`src/core/mwf_pkg.sv`:
```
// constants shared by the memory write and fill command host
package mwf_pkg;
  // command codes and argument counts
  localparam logic [7:0] MWF_CODE_WRITE = 8'h04;
  localparam logic [7:0] MWF_CODE_FILL = 8'h05;
  localparam logic [7:0] MWF_ARGS_WRITE = 8'h02;
  localparam logic [7:0] MWF_ARGS_FILL = 8'h03;
  // command packet header bytes
  localparam logic [7:0] MWF_FLAGS = 8'h00;
  localparam logic [7:0] MWF_RESERVED = 8'h00;
  localparam int MWF_HDR_BYTES = 4;
  localparam int MWF_ARG_BYTES = 4;
  // command packet length: header plus four bytes per argument
  localparam logic [7:0] MWF_LEN_WRITE = 8'h0C;
  localparam logic [7:0] MWF_LEN_FILL = 8'h10;
  // byte positions of the arguments inside the command packet
  localparam logic [7:0] MWF_POS_ADDR = 8'h04;
  localparam logic [7:0] MWF_POS_COUNT = 8'h08;
  localparam logic [7:0] MWF_POS_FILL = 8'h0C;
  // framing: start byte and packet types handed to the framing layer
  localparam logic [7:0] MWF_FRAME_START = 8'h5A;
  localparam logic [7:0] MWF_FRAME_CMD = 8'hA4;
  localparam logic [7:0] MWF_FRAME_DATA = 8'hA5;
  // reply packet layout
  localparam logic [7:0] MWF_REPLY_TAG = 8'hA0;
  localparam logic [3:0] MWF_REPLY_STAT_POS = 4'h4;
  localparam logic [3:0] MWF_REPLY_MIN_LEN = 4'h8;
  // status codes
  localparam logic [31:0] MWF_ST_SUCCESS = 32'h0000_0000;
  localparam logic [31:0] MWF_ST_ALIGN = 32'h0000_0065;
  localparam logic [31:0] MWF_ST_HOST_COUNT = 32'h0001_0001;
  localparam logic [31:0] MWF_ST_HOST_ERASE = 32'h0001_0002;
  // fill width selections
  localparam logic [1:0] MWF_FILL_BYTE = 2'h0;
  localparam logic [1:0] MWF_FILL_HALF = 2'h1;
  // default data packet payload size and fifo depth
  localparam int MWF_DATA_PKT = 32;
  localparam int MWF_FIFO_DEPTH = 8;
  // controller states
  typedef enum logic [2:0] {
    MWF_IDLE, MWF_CHECK, MWF_CMD, MWF_DATA, MWF_REPLY
  } mwf_state_t;
endpackage

```
`src/core/mwf_fifo.sv`:
```
// byte fifo with valid and ready on both sides
`timescale 1ns/100ps
module mwf_fifo #(
  parameter int WIDTH = 8,
  parameter int DEPTH = 8
) (
  // clock and reset
  input wire logic clk,
  input wire logic rstn,
  // filling side
  input wire logic [WIDTH-1:0] in_data,
  input wire logic in_valid,
  output logic in_ready,
  // draining side
  output logic [WIDTH-1:0] out_data,
  output logic out_valid,
  input wire logic out_ready
);
  localparam int AW = (DEPTH > 1) ? $clog2(DEPTH) : 1;
  localparam logic [AW:0] FULL_CNT = (AW + 1)'(DEPTH);
  localparam logic [AW-1:0] LAST_PTR = AW'(DEPTH - 1);

  logic [WIDTH-1:0] mem [DEPTH];
  logic [AW-1:0] wr_ptr_r;
  logic [AW-1:0] rd_ptr_r;
  logic [AW:0] cnt_r;
  logic ready_r;

  // handshake decode
  wire push = in_valid && ready_r;
  wire pop = out_valid && out_ready;
  wire [AW:0] cnt_nxt = cnt_r + (AW + 1)'(push) - (AW + 1)'(pop);

  assign in_ready = ready_r;
  assign out_valid = (cnt_r != '0);
  assign out_data = mem[rd_ptr_r];

  // storage write
  always_ff @(posedge clk) begin
    if (push) begin
      mem[wr_ptr_r] <= in_data;
    end
  end

  // pointers, fill level and registered ready
  always_ff @(posedge clk or negedge rstn) begin
    if (!rstn) begin
      wr_ptr_r <= '0;
      rd_ptr_r <= '0;
      cnt_r <= '0;
      ready_r <= 1'b0;
    end else begin
      if (push) begin
        wr_ptr_r <= (wr_ptr_r == LAST_PTR) ? '0 : wr_ptr_r + 1'b1;
      end
      if (pop) begin
        rd_ptr_r <= (rd_ptr_r == LAST_PTR) ? '0 : rd_ptr_r + 1'b1;
      end
      cnt_r <= cnt_nxt;
      ready_r <= (cnt_nxt != FULL_CNT);
    end
  end
endmodule

```
`src/core/mwf_host.sv`:
```
// host controller issuing range-write and range-fill commands
// Functional notes
// - flash first address must have its two lowest bits zero.
// - range-write arguments: first address bytes 0-3, length bytes 4-7.
// - range-write uses code 0x04, argument count 0x02, command framing 0x5A.
// - host sends data packets until exactly length_in_bytes bytes are delivered.
// - range-fill arguments: address 0-3, length 4-7, fill word 8-11.
// - range-fill length divisible by four; address should be word aligned; host checks the address for flash writes and flash fills.
// - eight-byte flash parts need length divisible by eight, address 64-bit; host checks length for fills only, address to 32 bits.
// - a byte fill value is repeated in all four fill word bytes.
// - a halfword fill value is placed in both fill word halves.
// - host must have every affected flash sector erased beforehand.
// - range-fill uses code 0x05, argument count 0x03, length 0x10 0x00.
`timescale 1ns/100ps
module mwf_host
  import mwf_pkg::*;
#(
  parameter int DATA_PKT = MWF_DATA_PKT,
  parameter int FIFO_DEPTH = MWF_FIFO_DEPTH,
  parameter bit EIGHT_BYTE_FLASH = 1'b0
) (
  // clock and reset
  input wire logic CLK,
  input wire logic RSTN,
  // command request
  input wire logic START,
  input wire logic FILL,
  input wire logic TO_FLASH,
  input wire logic ERASED,
  input wire logic [31:0] ADDR,
  input wire logic [31:0] COUNT,
  input wire logic [31:0] PATTERN,
  input wire logic [1:0] FILL_WIDTH,
  // command result
  output logic BUSY,
  output logic DONE,
  output logic OK,
  output logic [31:0] STATUS,
  // write data stream
  input wire logic [7:0] DIN,
  input wire logic DIN_VALID,
  output logic DIN_READY,
  // byte stream towards the framing layer
  output logic [7:0] TX_DATA,
  output logic [7:0] TX_TYPE,
  output logic TX_VALID,
  output logic TX_LAST,
  input wire logic TX_READY,
  // reply stream from the framing layer
  input wire logic [7:0] RX_DATA,
  input wire logic RX_VALID,
  input wire logic RX_LAST
);
  // last position inside a data packet; a longer write is cut into several
  // packets so the target never has to buffer more than one of them
  localparam logic [31:0] PKT_LAST = 32'(DATA_PKT - 1);

  // build the 32-bit fill word from the chosen width
  function automatic logic [31:0] fill_word(input logic [1:0] w, input logic [31:0] p);
    logic [31:0] r;
    r = p;
    if (w == MWF_FILL_BYTE) begin
      r = {4{p[7:0]}};
    end else if (w == MWF_FILL_HALF) begin
      r = {2{p[15:0]}};
    end
    return r;
  endfunction

  // pick one little-endian byte from a 32-bit word
  function automatic logic [7:0] word_byte(input logic [31:0] w, input logic [1:0] b);
    return w[b*8 +: 8];
  endfunction

  mwf_state_t state_r;
  mwf_state_t state_nxt;
  logic fill_r;
  logic flash_r;
  logic erased_r;
  logic [31:0] addr_r;
  logic [31:0] count_r;
  logic [31:0] word_r;
  logic [31:0] idx_r;
  logic [31:0] pkt_r;
  logic [7:0] tx_data_r;
  logic [7:0] tx_type_r;
  logic tx_valid_r;
  logic tx_last_r;
  logic busy_r;
  logic done_r;
  logic ok_r;
  logic [31:0] status_r;
  logic [7:0] fifo_data;
  logic fifo_valid;
  logic fifo_ready;
  logic fifo_in_ready;
  logic stat_valid;
  logic [31:0] stat_word;

  // write data buffer; a stalled link fills it and stops the source
  // bytes pushed beyond the requested length stay queued for the next write
  mwf_fifo #(
    .WIDTH(8),
    .DEPTH(FIFO_DEPTH)
  ) u_fifo (
    .clk(CLK),
    .rstn(RSTN),
    .in_data(DIN),
    .in_valid(DIN_VALID),
    .in_ready(fifo_in_ready),
    .out_data(fifo_data),
    .out_valid(fifo_valid),
    .out_ready(fifo_ready)
  );

  // reply status extraction
  mwf_reply u_reply (
    .clk(CLK),
    .rstn(RSTN),
    .rx_data(RX_DATA),
    .rx_valid(RX_VALID),
    .rx_last(RX_LAST),
    .stat_valid(stat_valid),
    .stat_word(stat_word)
  );

  // request checks made before any byte leaves, so a refused command
  // never reaches the target
  wire bad_align = flash_r && (addr_r[1:0] != 2'b00);
  wire bad_fill4 = fill_r && (count_r[1:0] != 2'b00);
  wire bad_fill8 = fill_r && EIGHT_BYTE_FLASH && flash_r && (count_r[2:0] != 3'b000);
  wire not_erased = flash_r && !erased_r;
  // the target pads and verifies flash itself, so only what the host
  // promises is vetted here; protection is left to the target's status
  wire refuse = bad_align || bad_fill4 || bad_fill8 || not_erased;
  wire [31:0] refuse_code = bad_align ? MWF_ST_ALIGN :
                            (bad_fill4 || bad_fill8) ? MWF_ST_HOST_COUNT : MWF_ST_HOST_ERASE;

  // command packet layout
  wire [7:0] cmd_code = fill_r ? MWF_CODE_FILL : MWF_CODE_WRITE;
  wire [7:0] cmd_args = fill_r ? MWF_ARGS_FILL : MWF_ARGS_WRITE;
  wire [7:0] cmd_len = fill_r ? MWF_LEN_FILL : MWF_LEN_WRITE;
  wire [7:0] cmd_pos = idx_r[7:0];
  wire cmd_end = (cmd_pos == cmd_len - 8'h01);

  // byte selection within the command packet
  wire [7:0] arg_byte = (cmd_pos >= MWF_POS_FILL) ? word_byte(word_r, cmd_pos[1:0]) :
                        (cmd_pos >= MWF_POS_COUNT) ? word_byte(count_r, cmd_pos[1:0]) :
                        word_byte(addr_r, cmd_pos[1:0]);
  wire [7:0] cmd_byte = (cmd_pos == 8'h00) ? cmd_code :
                        (cmd_pos == 8'h01) ? MWF_FLAGS :
                        (cmd_pos == 8'h02) ? MWF_RESERVED :
                        (cmd_pos == 8'h03) ? cmd_args : arg_byte;

  // transmit slot: a new byte loads when the slot is empty or being taken
  // with the slot reloading on the taking edge the link can run one byte
  // a cycle; a stalled link simply leaves the byte standing
  wire slot_free = !tx_valid_r || TX_READY;
  wire load_cmd = (state_r == MWF_CMD) && slot_free;
  wire load_data = (state_r == MWF_DATA) && slot_free && fifo_valid;
  wire data_end = (idx_r == count_r - 32'h1);
  wire pkt_end = (pkt_r == PKT_LAST) || data_end;
  wire has_data = !fill_r && (count_r != '0);
  wire tx_drained = !tx_valid_r || TX_READY;

  assign fifo_ready = load_data;
  assign BUSY = busy_r;
  assign DONE = done_r;
  assign OK = ok_r;
  assign STATUS = status_r;
  assign DIN_READY = fifo_in_ready;
  assign TX_DATA = tx_data_r;
  assign TX_TYPE = tx_type_r;
  assign TX_VALID = tx_valid_r;
  assign TX_LAST = tx_last_r;

  // next state
  always_comb begin
    state_nxt = state_r;
    case (state_r)
      MWF_IDLE: begin
        if (START) begin
          state_nxt = MWF_CHECK;
        end
      end
      MWF_CHECK: begin
        state_nxt = refuse ? MWF_IDLE : MWF_CMD;
      end
      MWF_CMD: begin
        if (load_cmd && cmd_end) begin
          state_nxt = has_data ? MWF_DATA : MWF_REPLY;
        end
      end
      MWF_DATA: begin
        if (load_data && data_end) begin
          state_nxt = MWF_REPLY;
        end
      end
      // no timeout: a lost reply holds the controller here until reset
      MWF_REPLY: begin
        if (stat_valid && tx_drained) begin
          state_nxt = MWF_IDLE;
        end
      end
      default: begin
        state_nxt = MWF_IDLE;
      end
    endcase
  end

  // state and request capture
  // the request is latched once, so inputs may change while busy
  always_ff @(posedge CLK or negedge RSTN) begin
    if (!RSTN) begin
      state_r <= MWF_IDLE;
      fill_r <= 1'b0;
      flash_r <= 1'b0;
      erased_r <= 1'b0;
      addr_r <= '0;
      count_r <= '0;
      word_r <= '0;
    end else begin
      state_r <= state_nxt;
      if (state_r == MWF_IDLE && START) begin
        fill_r <= FILL;
        flash_r <= TO_FLASH;
        erased_r <= ERASED;
        addr_r <= ADDR;
        count_r <= COUNT;
        word_r <= fill_word(FILL_WIDTH, PATTERN);
      end
    end
  end

  // byte counters: position in command, data total and data packet
  // idx restarts after the command packet so it counts data bytes only;
  // the check state clears both so a refused request leaves no residue
  always_ff @(posedge CLK or negedge RSTN) begin
    if (!RSTN) begin
      idx_r <= '0;
      pkt_r <= '0;
    end else if (state_r == MWF_CHECK || (load_cmd && cmd_end)) begin
      idx_r <= '0;
      pkt_r <= '0;
    end else if (load_cmd || load_data) begin
      idx_r <= idx_r + 32'h1;
      pkt_r <= (load_data && pkt_end) ? '0 : pkt_r + 32'h1;
    end
  end

  // transmit register towards the framing layer
  always_ff @(posedge CLK or negedge RSTN) begin
    if (!RSTN) begin
      tx_data_r <= '0;
      tx_type_r <= '0;
      tx_valid_r <= 1'b0;
      tx_last_r <= 1'b0;
    end else if (load_cmd) begin
      tx_data_r <= cmd_byte;
      tx_type_r <= MWF_FRAME_CMD;
      tx_valid_r <= 1'b1;
      tx_last_r <= cmd_end;
    end else if (load_data) begin
      tx_data_r <= fifo_data;
      tx_type_r <= MWF_FRAME_DATA;
      tx_valid_r <= 1'b1;
      tx_last_r <= pkt_end;
    end else if (TX_READY) begin
      tx_valid_r <= 1'b0;
      tx_last_r <= 1'b0;
    end
  end

  // result reporting; the target's own status covers protection and verify
  // busy follows the next state, so it falls on the very edge that raises done;
  // ok and status stand until the next command ends
  always_ff @(posedge CLK or negedge RSTN) begin
    if (!RSTN) begin
      busy_r <= 1'b0;
      done_r <= 1'b0;
      ok_r <= 1'b0;
      status_r <= '0;
    end else begin
      busy_r <= (state_nxt != MWF_IDLE);
      done_r <= 1'b0;
      if (state_r == MWF_CHECK && refuse) begin
        done_r <= 1'b1;
        ok_r <= 1'b0;
        status_r <= refuse_code;
      end else if (state_r == MWF_REPLY && stat_valid && tx_drained) begin
        done_r <= 1'b1;
        ok_r <= (stat_word == MWF_ST_SUCCESS);
        status_r <= stat_word;
      end
    end
  end
endmodule

```
`src/core/mwf_reply.sv`:
```
// parser that pulls the status word out of a reply packet
`timescale 1ns/100ps
module mwf_reply
  import mwf_pkg::*;
(
  // clock and reset
  input wire logic clk,
  input wire logic rstn,
  // reply byte stream
  input wire logic [7:0] rx_data,
  input wire logic rx_valid,
  input wire logic rx_last,
  // parsed result
  output logic stat_valid,
  output logic [31:0] stat_word
);
  logic [3:0] pos_r;
  logic tag_ok_r;
  logic [31:0] stat_r;
  logic stat_valid_r;

  // byte position decode; the status word sits at bytes four to seven
  wire in_stat = (pos_r >= MWF_REPLY_STAT_POS) && (pos_r < MWF_REPLY_MIN_LEN);
  wire [1:0] lane = pos_r[1:0];
  wire long_enough = (pos_r >= MWF_REPLY_MIN_LEN - 4'h1);
  wire [3:0] pos_inc = (pos_r == 4'hF) ? pos_r : pos_r + 4'h1;

  assign stat_valid = stat_valid_r;
  assign stat_word = stat_r;

  // collect bytes, little endian, and flag a complete reply
  always_ff @(posedge clk or negedge rstn) begin
    if (!rstn) begin
      pos_r <= '0;
      tag_ok_r <= 1'b0;
      stat_r <= '0;
      stat_valid_r <= 1'b0;
    end else begin
      stat_valid_r <= 1'b0;
      if (rx_valid) begin
        if (pos_r == '0) begin
          tag_ok_r <= (rx_data == MWF_REPLY_TAG);
        end
        if (in_stat) begin
          stat_r[lane*8 +: 8] <= rx_data;
        end
        pos_r <= rx_last ? '0 : pos_inc;
        stat_valid_r <= rx_last && tag_ok_r && long_enough;
      end
    end
  end
endmodule

```
`config.mk`:
```
export PLATFORM = sky130hd
export DESIGN_NAME = mwf_host
export DESIGN_NICKNAME = d
export VERILOG_FILES = /design/src/core/mwf_pkg.sv /design/src/core/mwf_fifo.sv /design/src/core/mwf_host.sv /design/src/core/mwf_reply.sv
export SDC_FILE = /design/constraint.sdc
export NUM_CORES = 1
export LEC_CHECK = 0
export BUFFER_PORTS_ARGS = -buffer_cell sky130_fd_sc_hd__buf_2
export CORE_AREA = 4 4 262 264
export DETAILED_ROUTE_END_ITERATION = 10
export DIE_AREA = 0 0 266 268
export GPL_ROUTABILITY_DRIVEN = 1
export GPL_TIMING_DRIVEN = 0
export PLACE_DENSITY = 0.43
export SYNTH_ARGS = -nofsm -noshare
export SYNTH_HDL_FRONTEND = slang
export SYNTH_SLANG_ARGS = --single-unit
```
`constraint.sdc`:
```
create_clock -name CLK -period 9.7 [get_ports CLK]
set_input_delay 1.94 -clock CLK [delete_from_list [all_inputs] [get_ports CLK]]
set_output_delay 1.94 -clock CLK [all_outputs]
set_load 0.005 [all_outputs]
```
### Word-level counts from Yosys, hierarchy flattened

Memories as Yosys holds them, arrays and structs flattened.
Cells that the tools add are included.

| cells by class | value |
|---|---|
| add/sub/neg operators | 10 |
| multipliers | 0 |
| divide/modulo/power cells | 0 |
| magnitude comparators | 5 |
| equal/unequal tests | 17 |
| shifts and indexed selects | 5 |
| mux-type cells | 48 |
| bitwise gates (word level) | 0 |
| reductions and logical operators | 46 |

Operators by type and width:

| kind | count |
|---|---|
| 32-bit 2-to-1 mux | 9 |
| 32-bit by 6-bit variable part select with 8-bit output | 3 |
| 8-bit 2-to-1 mux | 10 |
| 32-bit by 1-bit adder with 32-bit output (second input constant) | 2 |
| 5-bit negator with 34-bit output | 1 |
| 8-bit by 34-bit variable shift with 32-bit output (first input constant) | 1 |
| 8-bit by 34-bit variable part select with 32-bit output | 1 |
| 32-bit bitwise mux | 1 |
| 32-bit == test | 1 |
| 32-bit by 5-bit == test with 1-bit output (second input constant) | 1 |
| 32-bit logical NOT | 1 |
| 32-bit nonzero test | 1 |
| 32-bit by 1-bit subtractor with 32-bit output (second input constant) | 1 |
| 3-bit 2-to-1 mux | 7 |
| 1-bit logical AND | 20 |
| 17-bit 2-to-1 mux | 1 |
| 8-bit by 2-bit == test with 1-bit output (second input constant) | 2 |
| 8-bit by 4-bit >= comparator with 1-bit output (second input constant) | 2 |
| 3-bit case mux with 5 select lines | 1 |
| 1-bit 2-to-1 mux | 14 |
| 2-bit nonzero test | 5 |
| 3-bit == test (second input constant) | 3 |
| 8-bit by 1-bit == test with 1-bit output (second input constant) | 1 |
| 8-bit == test | 1 |
| 26 further kinds | 41 |

| word-level totals | value |
|---|---|
| flip-flop bits (word level) | 268 |
| latch bits | 0 |
| bits in writable memories | 64 |
| bits in read-only memories | 0 |
| input bits | 124 |
| output and inout port bits | 54 |
| word-level logic and storage cells | 157 |
| memories kept | 1 |

Memories:

| memory | depth | bits a word | read ports | clocked after memory_dff | write ports | RTL line | text |
|---|---|---|---|---|---|---|---|
| u_fifo.mem | 8 | 8 | 1 | 0 | 1 | mwf_fifo.sv:23 | `logic [WIDTH-1:0] mem [DEPTH];` |

### Longest topological paths before layout

Gate-level depths: netlist of run 1.

| depth | value |
|---|---|
| depth after elaboration | 8 |
| gate-level depth with buffers | 13 |

### Cells and area by module

Synthesis of run 1 repeated with hierarchy kept, for this count alone.

| unflattened totals | value |
|---|---|
| cells, all modules | 1609 |
| area total of the unflattened synthesis | 16499.6 sq um |

By module, submodules not included:

| module | times used | cells an instance | area an instance (sq um) |
|---|---|---|---|
| mwf_host | 1 | 1340 | 11692.5 |
| mwf_fifo | 1 | 155 | 3118.0 |
| mwf_reply | 1 | 114 | 1689.1 |

### Worst setup path after synthesis of run 1

OpenSTA, ideal clock, no wires.

| path | value |
|---|---|
| path kind | input to register |
| start | in TX_READY |
| end | reg u_fifo.ready_r, in the netlist u_fifo.in_ready |
| setup time | 0.146 ns |
| data arrival time | 4.475 ns |
| path slack | 5.079 ns |
| cell stages on the path | 11 |
| path buffers | 2 |
| path through | nand2b_1 o311a_1 clkbuf_1 buf_1 ha_1 inv_1 ha_1 inv_1 fa_1 inv_1 or4b_2 |

| between the ends | value |
|---|---|
| word-level cells in the longest chain between the ends | 6 |

RTL lines:

| element | RTL line | text |
|---|---|---|
| from (decl) | mwf_host.sv:48 | `input wire logic TX_READY,` |
| 1-bit logical OR | mwf_host.sv:158 | `wire slot_free = !tx_valid_r \|\| TX_READY;` |
| 1-bit logical AND (2 in a row) | mwf_host.sv:160 | `wire load_data = (state_r == MWF_DATA) && slot_free && fifo_valid;` |
| 1-bit logical AND | mwf_fifo.sv:31 | `wire pop = out_valid && out_ready;` |
| via u_fifo.pop | mwf_fifo.sv:31 |  |
| 4-bit by 1-bit subtractor with 4-bit output | mwf_fifo.sv:32 | `wire [AW:0] cnt_nxt = cnt_r + (AW + 1)'(push) - (AW + 1)'(pop);` |
| via u_fifo.cnt_nxt[1] | mwf_fifo.sv:32 |  |
| 4-bit != test | mwf_fifo.sv:60 | `ready_r <= (cnt_nxt != FULL_CNT);` |
| to (signal assigned) | mwf_fifo.sv:60 |  |
| to (decl) | mwf_fifo.sv:27 | `logic ready_r;` |

The timed path passes the listed nets, and every way through them passes these cells.
A chain may end at the register's enable or synchronous reset.

### Worst setup path in the final report of run 1

Same ends and word-level chain as after synthesis.

==> impl_results.md, run 1 <==
* Outcome: complete, no violations
* Power share of the sequential group at 0.364
* Pwr Density at 281.2 nW/um2
* VDD IR max at 0.1314 mV
* Multi-input logic area at 7458 um2
* Number of enable flip-flop cells after synthesis at 64
* Comb pwr share at 0.360
* Grt met2 use at 0.2556
* Clock buffer depth at 3
* Hold buffers post-CTS at 0
* Antenna Nets Post-Route at 0
* Port bufs at 170
* Max cap viols at 0
* Synth Flop Type: dfrtp_1
* Commonest non-fill, non-tap cell in the layout: nand2_1
* Initial antenna violation count at 0
* Detailed-route via count at roughly 14000
* Startpoint types: input port
* Largest net degree at the start of global routing at 96
* Leak pwr at approximately 8.5 nW
* Mapped cell area at 16460 um2
* Number of buffers created by CTS at 40
* First-pass GRT wire length at 86.32 mm
* F_max at 201.4 MHz
* Switching share of power at 0.3922
* Dpl cell area at 18560 um2
* Async S/R FF share, synth at 0.8037
* CTS HTree Levels at 2
* Num Clock Sinks at 326
* Worst Skew at 0.03423 ns
* Die area at roughly 71000 um2
* Root Driver: clkbuf_16
* Clock power frac at 0.276
* Post-DP HPWL at 42.83 mm
* Gr usage total at 0.1578
* Cells after synthesis at 1697
* Hold Violations, Final at 0
* GRT busiest layer: met2
* Routing usage on met1 at 0.2196
* Commonest non-fill, non-tap cells in the layout: nand2_1 (422), dfrtp_1 (262), buf_2 (175), nor2_1 (114), clkbuf_1 (86)
* Core area at 66560 um2
* Worst Hold Class: reg -> reg
* Critical-path maximum fanout at 10
* Row cnt at 95
* Warnings, synthesis at 0
* Register area share after synthesis at 0.5150
* #FFs+latches synth at ~330
* Worst skew pair latency at just under 0.6 ns
* WHS at about 0.47 ns
* Met3 usage at 0.02747
* Avg Inst Size Synth at around 9.7 um2
* Fin nets at 2065
* Area occupied by registers at 8478 um2
* Worst EP required at 10.12 ns
* Post-CTS setup repair buffer count at 0
* Synth unique cells at 73
* Die height at 268 um
* Initial DRC count at 1161
* Area Overhead vs Synth at 20.92%
* Crit path DAT at 5.38 ns
* First drt pass iteration count at 6
* Fill cells at 7089
* P_int at 3.402 mW
* RSZ-0062 raised after global routing: false
* Total negative slack at 0 ns
* Vias per inst at 4.842
* Drt total wl at approximately 57 mm
* CTS tree: built
* Clk slew on worst S/H paths at 0.06 ns
* Vias in the first global route at 13690
* DRC violations left at 0
* Slew margin rel. at 0.2156
* Initial Util at 0.2473
* CP Class: in -> reg
* Post-cts resize count at 0
* Antenna Cells at 0
* Grt total ovfl at 0
* Final Setup Violations at 0
* Min Clock Period, post-route at 4.964 ns
* Design area at roughly 20000 um2
* Period utilization at 0.5118
* Worst slew pin tran at 1.177 ns
* Slew Viols, Final at 0
* Share of cells above drive strength 1 at 0.1627
* Sw power at 2.195 mW
* Critical Path End Type: flip-flop
* Avg WL per Cell at 20.24 um
* Ports at 178
* Final RePlAce weighted congestion at 0.8575
* Die X at 266 um
[layer usage]
metal  wire length [um]  up-vias  part of all wire
li1                   -     6439                 -
met1              26060     6750              0.46
met2              26860      388              0.47
met3               2807       82             0.049
met4               1357        0             0.024
met5                  0        -                 0
[layout make-up]
type | count | share of cell area
plain buffers | 102 | 0.02225
flip-flops and latches | 326 | 0.4259
repair buffers | 176 | 0.04770
clock inverters | 13 | 0.009805
clock buffers | 59 | 0.05788
inverters | 37 | 0.006976
well taps | 873 | 0.05487
multi-input cells | 1235 | 0.3746
[worst max-delay path, cell delays in order]
cell and delay, ns:
buf_2 0.11, nand2b_1 0.35, o311a_1 0.23, clkbuf_1 0.54
buf_1 0.46, ha_1 0.31, inv_1 0.06, ha_1 0.15
inv_1 0.05, fa_1 0.47, inv_1 0.05, or4b_2 0.66
[state kept, by name, summed over array words and instances, names as in the netlist, 2 cells and up]
name and flops:
u_fifo.mem 64, STATUS 32, addr_r 32, count_r 32, idx_r 32, pkt_r 32
u_reply.stat_word 32, word_r 32, TX_DATA 8, u_fifo.cnt_r 4, u_reply.pos_r 4, state_r 3
u_fifo.rd_ptr_r 3, u_fifo.wr_ptr_r 3, TX_TYPE 2
[cells in the mapped netlist, types with 36 or more instances]
library cell / number / area, um2
nand2_1: 422 / 1584
inv_1: 36 / 135.1
dfrtp_1: 262 / 6556
nor2_1: 114 / 427.9
a21oi_1: 85 / 425.4
nand4_1: 38 / 237.7
nand3_1: 47 / 235.2
edfxtp_1: 64 / 1922
mux2i_1: 43 / 430.4
clkbuf_1: 75 / 281.5
mux4_2: 36 / 810.8
o21ai_0: 82 / 410.4
nor3_1: 36 / 180.2
[power by group through the flow]
stage	Combinational, mW	Sequential [mW]	Clock (mW)
floorplan	1.31	1.92	0
global placement	1.98	2.05	0
detailed placement	2.02	2.07	0
CTS	2.03	2.04	1.59
global route	2.23	2.07	1.65
finish	2.01	2.04	1.55
[through the flow]
step,std cells,power (mW),util,setup slack (ns)
final,2821,5.598,0.2991,4.736
after global placement,2743,4.035,0.2767,1.424
after floorplan,1700,3.231,-,5.079
after global routing,2821,5.954,0.2991,4.580
after detailed placement,2749,4.087,0.2788,4.130
after CTS,2821,5.668,0.2991,4.723
[kinds of logic after synthesis]
kind of cell             Yosys count  share of synthesized area
AO/OA/AOI/OAI                    265                    0.09675
XOR/XNOR                          65                    0.03458
adder cells (fa/ha/maj)           23                    0.01794
buffers and inverters            139                    0.03534
flip-flops                       326                     0.5150
multiplexers                      85                    0.07950
other                              1                  0.0002278
AND/OR/NAND/NOR                  793                     0.2207
[final timing paths]
kind / endpoint / start / slack (ns) / depth (start not counted)
worst max-delay path: u_fifo.in_ready$_DFF_PN0_ / TX_READY / 4.74 / 12
worst min-delay path: addr_r[11]$_DFFE_PN0P_ / addr_r[11]$_DFFE_PN0P_ / 0.47 / 2
worst max register to register: pkt_r[28]$_DFFE_PN0P_ / count_r[0]$_DFFE_PN0P_ / 5.41 / 13
worst min register to register: addr_r[11]$_DFFE_PN0P_ / addr_r[11]$_DFFE_PN0P_ / 0.47 / 2
max in group asynchronous: u_fifo.wr_ptr_r[1]$_DFFE_PN0P_ / RSTN / 7.38 / 2
min in group asynchronous: count_r[26]$_DFFE_PN0P_ / RSTN / 1.38 / 1
No activity file was read; power rests on OpenSTA's default activity.
==> inputs of run 2 (changes only) <==
- ABC_AREA: default -> 1
- CORE_AREA: 4 4 262 264 -> 4 4 270 272
- DIE_AREA: 0 0 266 268 -> 0 0 274 276
- clock period: 9.7 -> 4.65 ns (I/O delays scaled with it)
==> run 2 against run 1 <==
Worst hold slack lost 0.21 ns. Largest cell class unchanged. Count of clock-buffer cells in the layout grew 1. Largest power group is now combinational cells. Clock power grew 120%. Die area grew 6.1%. Critical endpoint unchanged. Routed wire length grew 14%. Critical path depth grew 2. Global-route usage grew 1.2 points. Sequential power grew 120%. Clock skew shrank 0.015 ns.
==> impl_results.md, run 2 <==
* Ranking of synthesized cells by area: dfrtp_1 (37%), nand2_1 (13%), edfxtp_1 (11%), nor2_1 (4.9%), inv_1 (4.9%)
* Vias in the first global route at 16240 (+19%)
* Leak pwr at 9.735 nW (+15%)
* Initial Util at 0.2478 (+0.0004674)
* Die X at 274 um (+3.0%)
* Power Total at 12.49 mW (+120%)
* Outcome: complete, no violations
* Warnings, synthesis at 0 (unchanged)
* First drt pass iteration count at 5 (-1)
* CTS tree: built
* Ports at 178 (unchanged)
* DRC violations left at 0 (unchanged)
* Number of buffers created by CTS at 42 (+5.0%)
* Top Family by Delay on Critical Path: buffers and inverters
* Period utilization at 0.8433
* Commonest non-fill, non-tap cells in the layout: nand2_1 (610), dfrtp_1 (262), nor2_1 (230), inv_1 (228), buf_2 (174)
* Antenna Cells at 0 (unchanged)
* Crit path DAT at 4.37 ns (-1.01 ns)
* Cells after synthesis at 2210 (+30%)
* Multi-input logic area at 7792 um2 (+4.5%)
* Grt total ovfl at 0 (unchanged)
* Hold buffers post-CTS at 0 (unchanged)
* Avg WL per Cell at 19.14 um (-5.4%)
* Drt total wl at 65.33 mm (+14%)
* Critical-path maximum fanout at 10 (unchanged)
* Min Clock Period, post-route at slightly below 4 ns
* Detailed-route via count at 15970 (+17%)
* Placed cells at 3336 (+21%)
* Die height at 276 um (+3.0%)
* Max FFs per register at 64 (unchanged)
* VDD IR max at 0.2279 mV (+74%)
* Async S/R FF share, synth at 0.8037 (unchanged)
* Fill cells at 7685 (+8.4%)
* Dpl cell area at 19650 um2 (+5.9%)
* Area occupied by registers at 8478 um2 (unchanged)
* RSZ-0062 raised after global routing: false
* Commonest non-fill, non-tap cell in the layout: nand2_1
* Startpoint types: flip-flop
* Worst Skew at 0.01946 ns (-0.01477 ns)
* F_max at about 260 MHz
* Vias per inst at 4.680 (-3.3%)
* Core area at 70750 um2 (+6.3%)
* Share of cells above drive strength 1 at 0.1303 (-0.03240)
* Post-CTS setup repair buffer count at 0 (unchanged)
* Worst Hold Class: in -> async
* Mapped cell area at 17530 um2 (+6.5%)
* Post-DP HPWL at 50.68 mm (+18%)
* Synth unique cells at 60 (-18%)
* Area leader, netlist: dfrtp_1
* #FFs+latches synth at 326 (unchanged)
* Final Setup Violations at 0 (unchanged)
* Num Clock Sinks at 326 (unchanged)
* Critical Path End Type: flip-flop
* Synth Flop Type: dfrtp_1
* Register area share after synthesis at 0.4836 (-0.03139)
* Clk slew on worst S/H paths at 0.06 ns (about the same)
* Die area at 75620 um2 (+6.1%)
* Buf/Inv on CP at 6 (unchanged)
* Finished Layout Cells at 3413 (+21%)
* Top cell type's share of synthesized area at 0.3740 (-0.02427)
* Initial antenna violation count at 3 (+3)
* Pwr Density at 593.1 nW/um2 (+110%)
* Design area at 21060 um2 (+5.8%)
* Most used cell, CP: inv_1
* Largest net degree at the start of global routing at 112 (+17%)
* Post-cts resize count at 0 (unchanged)
* Gr usage total at 0.1702 (+0.01246)
* Most frequent cell after synthesis: nand2_1
* Slew margin rel. at 0.2783 (+0.06269)
* Worst path slowest cell: inv_1
* Max cap viols at 0 (unchanged)
* Worst slew pin tran at 1.079 ns (-0.09803 ns)
* Worst EP required at 5.10 ns (-5.02 ns)
* Post-Route Utilization at 0.2977 (-0.001428)
* CTS HTree Levels at 2 (unchanged)
* Worst skew pair latency at 0.57 ns (about the same)
* CP Class: reg -> reg
* Slew Viols, Final at 0 (unchanged)
* Final RePlAce weighted congestion at 0.9035 (+5.4%)
* Synth top cells by count: nand2_1 (610), dfrtp_1 (262), nor2_1 (230)
* Clock buffer depth at 3 (unchanged)
* Area Overhead vs Synth at 20.12%
* Row cnt at 98 (+3.2%)
* Initial DRC count at 1178 (+1.5%)
* Antenna Nets Post-Route at 0 (unchanged)
* Hold Violations, Final at 0 (unchanged)
* Root Driver: clkbuf_16
* Fin nets at 2577 (+25%)
* First-pass GRT wire length at 99.31 mm (+15%)
* Biggest register: u_fifo.mem
* Cells along the critical path: inv_1 -> ha_1 -> nand3_1 -> nand3_1 -> inv_1 -> buf_1 -> ha_1 -> inv_1 -> ha_1 -> inv_1 -> fa_1 -> inv_1 -> nor3_1 -> nand2_1
* Crit-path max cell delay at 0.63 ns (-0.03 ns)
* Avg Inst Size Synth at 7.933 um2 (-18%)
* Number of enable flip-flop cells after synthesis at 64 (unchanged)
* Port bufs at 171 (+0.59%)
run 2: cell types whose count changed after synthesis, sizes merged, moves of 14 or more:
| cell | change |
|---|---|
| a21oi | -33 |
| a22oi | +24 |
| and3 | -18 |
| inv | +197 |
| mux2i | -43 |
| mux4 | -36 |
| nand2 | +197 |
| nand3 | +65 |
| nor2 | +134 |
| o21ai | +109 |
| o22ai | +40 |
| or3 | -14 |
| xnor2 | -18 |
run 2: cells by family (layout without fill, tap and decap cells):
family                   Yosys count  in the layout  synth area share
buffers and inverters            317            567           0.07258
AO/OA/AOI/OAI                    379            379            0.1286
adder cells (fa/ha/maj)           23             23           0.01684
XOR/XNOR                          48             48           0.02398
flip-flops                       326            326            0.4836
AND/OR/NAND/NOR                 1116           1116            0.2742
other                              1              4         0.0002139
run 2: worst paths after layout:
path	from	to	slack (ns)	cells after the start
worst min register to register	addr_r[31]$_DFFE_PN0P_	addr_r[31]$_DFFE_PN0P_	0.48	2
worst min-delay path	RSTN	count_r[6]$_DFFE_PN0P_	0.27	1
min in group CLK	addr_r[31]$_DFFE_PN0P_	addr_r[31]$_DFFE_PN0P_	0.48	2
worst max-delay path	u_fifo.cnt_r[2]$_DFF_PN0_	u_fifo.in_ready$_DFF_PN0_	0.73	14
max in group asynchronous	RSTN	pkt_r[22]$_DFFE_PN0P_	2.98	3
worst max register to register	u_fifo.cnt_r[2]$_DFF_PN0_	u_fifo.in_ready$_DFF_PN0_	0.73	14
run 2: worst reg2reg max path, delay by kind of cell (launching register included):
| family | cells | cell delay [ns] |
|---|---|---|
| adders and majority gates | 4 | 1.13 |
| and+or+nand+nor | 4 | 1.00 |
| buffers and inverters | 6 | 1.35 |
| DFF | 1 | 0.32 |
run 2: through the flow:
step / setup TNS [ns] / hold WS (ns) / setup slack, ns
3_3_place_gp: -673.38 / 0.4630 / -2.620
3_5_place_dp: 0 / 0.4625 / 0.2525
4_1_cts: 0 / 0.2528 / 0.7528
5_1_grt: 0 / 0.2775 / 0.6183
6_report: 0 / 0.2666 / 0.7289
2_1_floorplan: 0 / 0.4436 / 1.617
run 2: report_power, final:
group | internal (mW) | switching, mW
Clock | 1.99 | 1.36
Combinational | 1.45 | 3.26
Sequential | 3.65 | 0.781
Total | 7.09 | 5.39
run 2: routing by layer:
metal | vias to the layer above | wire [um] | GRT usage | part of all wire
met1 | 7662 | 30420 | 0.2373 | 0.47
met5 | - | 21 | 0 | 0.00032
li1 | 7788 | - | - | -
met2 | 427 | 29490 | 0.2716 | 0.45
met4 | 4 | 1572 | 0.04527 | 0.024
met3 | 93 | 3830 | 0.03159 | 0.059
run 2: final cells by class:
type | count | area share
Multi-Input combinational cell | 1570 | 0.3700
Clock inverter | 17 | 0.009328
Timing Repair Buffer | 173 | 0.04373
Buffer | 81 | 0.01836
Clock buffer | 60 | 0.05745
Tap cell | 950 | 0.05644
Inverter | 236 | 0.04207
Sequential cell | 326 | 0.4026
==> inputs of run 3 (changes only) <==
- PLACE_DENSITY: 0.43 -> 0.45
- clock period: 4.65 -> 3.2 ns (I/O delays scaled with it)
==> run 3 against run 2 <==
Routed wire length down 1.5%. Highest routed layer is now met4. Maximum frequency up 33%. Via count about the same. Sequential share of layout area up 0.081 points. Core utilization down 0.060 points. Critical path depth up 2. Critical path type unchanged. Final cell count about the same. Global-route usage down 0.28 points.
==> impl_results.md, run 3 (synthesis results as in run 2) <==
* Crit path DAT at 3.38 ns (-0.99 ns)
* Final Setup Violations at 0 (unchanged)
* Critical Path End Type: flip-flop
* Clock buffer depth at 3 (unchanged)
* Area Overhead vs Synth at 19.88%
* Multi-input logic area at 7812 um2 (+0.26%)
* Avg WL per Cell at 18.85 um (-1.5%)
* Critical-path maximum fanout at 10 (unchanged)
* Worst Skew at 0.01586 ns (-0.003597 ns)
* Area occupied by registers at 8478 um2 (unchanged)
* Commonest non-fill, non-tap cell in the layout: nand2_1
* Final RePlAce weighted congestion at 0.9106 (+0.79%)
* Startpoint types: flip-flop
* Hold Violations, Final at 0 (unchanged)
* Num Clock Sinks at 326 (unchanged)
* DRC violations left at 0 (unchanged)
* Vias in the first global route at 16230 (-0.049%)
* Max FFs per register at 64 (unchanged)
* Core area at 70750 um2 (unchanged)
* Setup WS post-layout at 0.2532 ns (-0.4757 ns)
* Hold buffers post-CTS at 0 (unchanged)
* VDD IR max at 0.3668 mV (+61%)
* Post-DP HPWL at 50.29 mm (-0.77%)
* Ports at 178 (unchanged)
* Biggest register: u_fifo.mem
* Grt total ovfl at 0 (unchanged)
* Largest net degree at the start of global routing at 114 (+1.8%)
* Initial antenna violation count at 2 (-1)
* Finished Layout Cells at 3415 (+0.059%)
* Outcome: complete, no violations
* RSZ-0062 raised after global routing: false
* Worst Hold Class: in -> async
* F_max at 339.4 MHz (+33%)
* Die area at 75620 um2 (unchanged)
* Die X at 274 um (unchanged)
* Fill cells at 7713 (+0.36%)
* Worst slew pin tran at 0.9902 ns (-0.08836 ns)
* Leak pwr at 9.704 nW (-0.32%)
* Share of cells above drive strength 1 at 0.1315 (+0.001218)
* Antenna Nets Post-Route at 0 (unchanged)
* Worst R2R Path Depth at 16 (+2)
* Slew margin rel. at 0.3374 (+0.05912)
* CP Class: reg -> reg
* Initial Util at 0.2478 (unchanged)
* Die height at 276 um (unchanged)
* Gr usage total at 0.1674 (-0.002803)
* Commonest non-fill, non-tap cells in the layout: nand2_1 (610), dfrtp_1 (262), nor2_1 (230), inv_1 (227), buf_2 (175)
* Power Total at 17.89 mW (+43%)
* Fin nets at 2578 (+0.039%)
* Row cnt at 98 (unchanged)
* CTS HTree Levels at 2 (unchanged)
* Slew Viols, Final at 0 (unchanged)
* Pwr Density at 851.1 nW/um2 (+44%)
* Placed cells at 3336 (unchanged)
* Vias per inst at 4.678 (about the same)
* Min Clock Period, post-route at 2.947 ns (-0.9743 ns)
* Detailed-route via count at 15980 (+0.013%)
* First drt pass iteration count at 6 (+1)
* Period utilization at 0.9209 (+0.07762)
* Port bufs at 171 (unchanged)
* Worst EP required at 3.63 ns (-1.47 ns)
* Worst skew pair latency at 0.56 ns (about the same)
* Clk slew on worst S/H paths at 0.06 ns (about the same)
* Drt total wl at 64.37 mm (-1.5%)
* DP Worst Slack at -0.7180 ns (-0.9705 ns)
* First-pass GRT wire length at 98.19 mm (-1.1%)
* Max cap viols at 0 (unchanged)
* Number of buffers created by CTS at 41 (-2.4%)
* Initial DRC count at 1102 (-6.5%)
* CTS tree: built
* Root Driver: clkbuf_16
* Post-Route Utilization at 0.2971 (-0.0006010)
## run 3: where the power goes
part | internal (mW) | total, mW | switching (mW)
clock network | 2.72 | 4.59 | 1.87
registers | 5.31 | 6.46 | 1.15
logic | 2.14 | 6.83 | 4.70
## run 3: stage by stage
step / setup TNS [ns] / hold WS [ns] / area (um2)
finish: 0 / 0.09264 / 21020
global route: 0 / 0.1385 / 21010
CTS: 0 / 0.1079 / 20990
detailed placement: -6.646 / 0.4666 / 19650
global placement: -981.54 / 0.4631 / 19590
floorplan: 0 / 0.3444 / 17540
## run 3: worst paths after layout
path                                        start                       to  slack [ns]
max                        count_r[0]$_DFFE_PN0P_     pkt_r[9]$_DFFE_PN0P_        0.25
min reg2reg                STATUS[21]$_DFFE_PN0P_   STATUS[21]$_DFFE_PN0P_        0.48
min in group CLK                         ADDR[10]   addr_r[10]$_DFFE_PN0P_        0.29
max reg2reg                count_r[0]$_DFFE_PN0P_     pkt_r[9]$_DFFE_PN0P_        0.25
min                                          RSTN  count_r[21]$_DFFE_PN0P_        0.09
max in group asynchronous                    RSTN    addr_r[5]$_DFFE_PN0P_        2.05
## run 3: what timing repair did
action                                  CTS  global route
buffers inserted                          1             2
resized for setup                         4             2
pin swaps                                 1             0
endpoints found under the setup margin   24            37
## run 3: layer usage
layer / up-vias / track usage / share of wire
met3: 98 / 0.02647 / 0.049
met2: 394 / 0.2708 / 0.46
met4: 0 / 0.04949 / 0.029
met5: - / 0 / 0
li1: 7795 / - / -
met1: 7689 / 0.2313 / 0.46
## run 3: layout make-up
cell class                      count  share of cell area
Sequential cell                   326              0.4034
Multi-Input combinational cell   1570              0.3717
Tap cell                          950             0.05656
Clock buffer                       61             0.05620
Timing Repair Buffer              176             0.04489
Inverter                          236             0.04233
Buffer                             80             0.01828
Clock inverter                     14            0.006370
Antenna cell                        2           0.0002381
## run 3: critical path, stage by stage (launching register included)
cell and delay (ns):
dfrtp_1 0.38, inv_1 0.21, ha_2 0.35, inv_1 0.17, nor2_4 0.23, nand2_1 0.15
o21ai_0 0.16, nand2_1 0.09, nor2_1 0.09, nand2_1 0.07, nor2_1 0.18, nand3_1 0.09
nor2_1 0.12, nand2_2 0.15, nand3_4 0.16, buf_12 0.17, o21ai_2 0.05
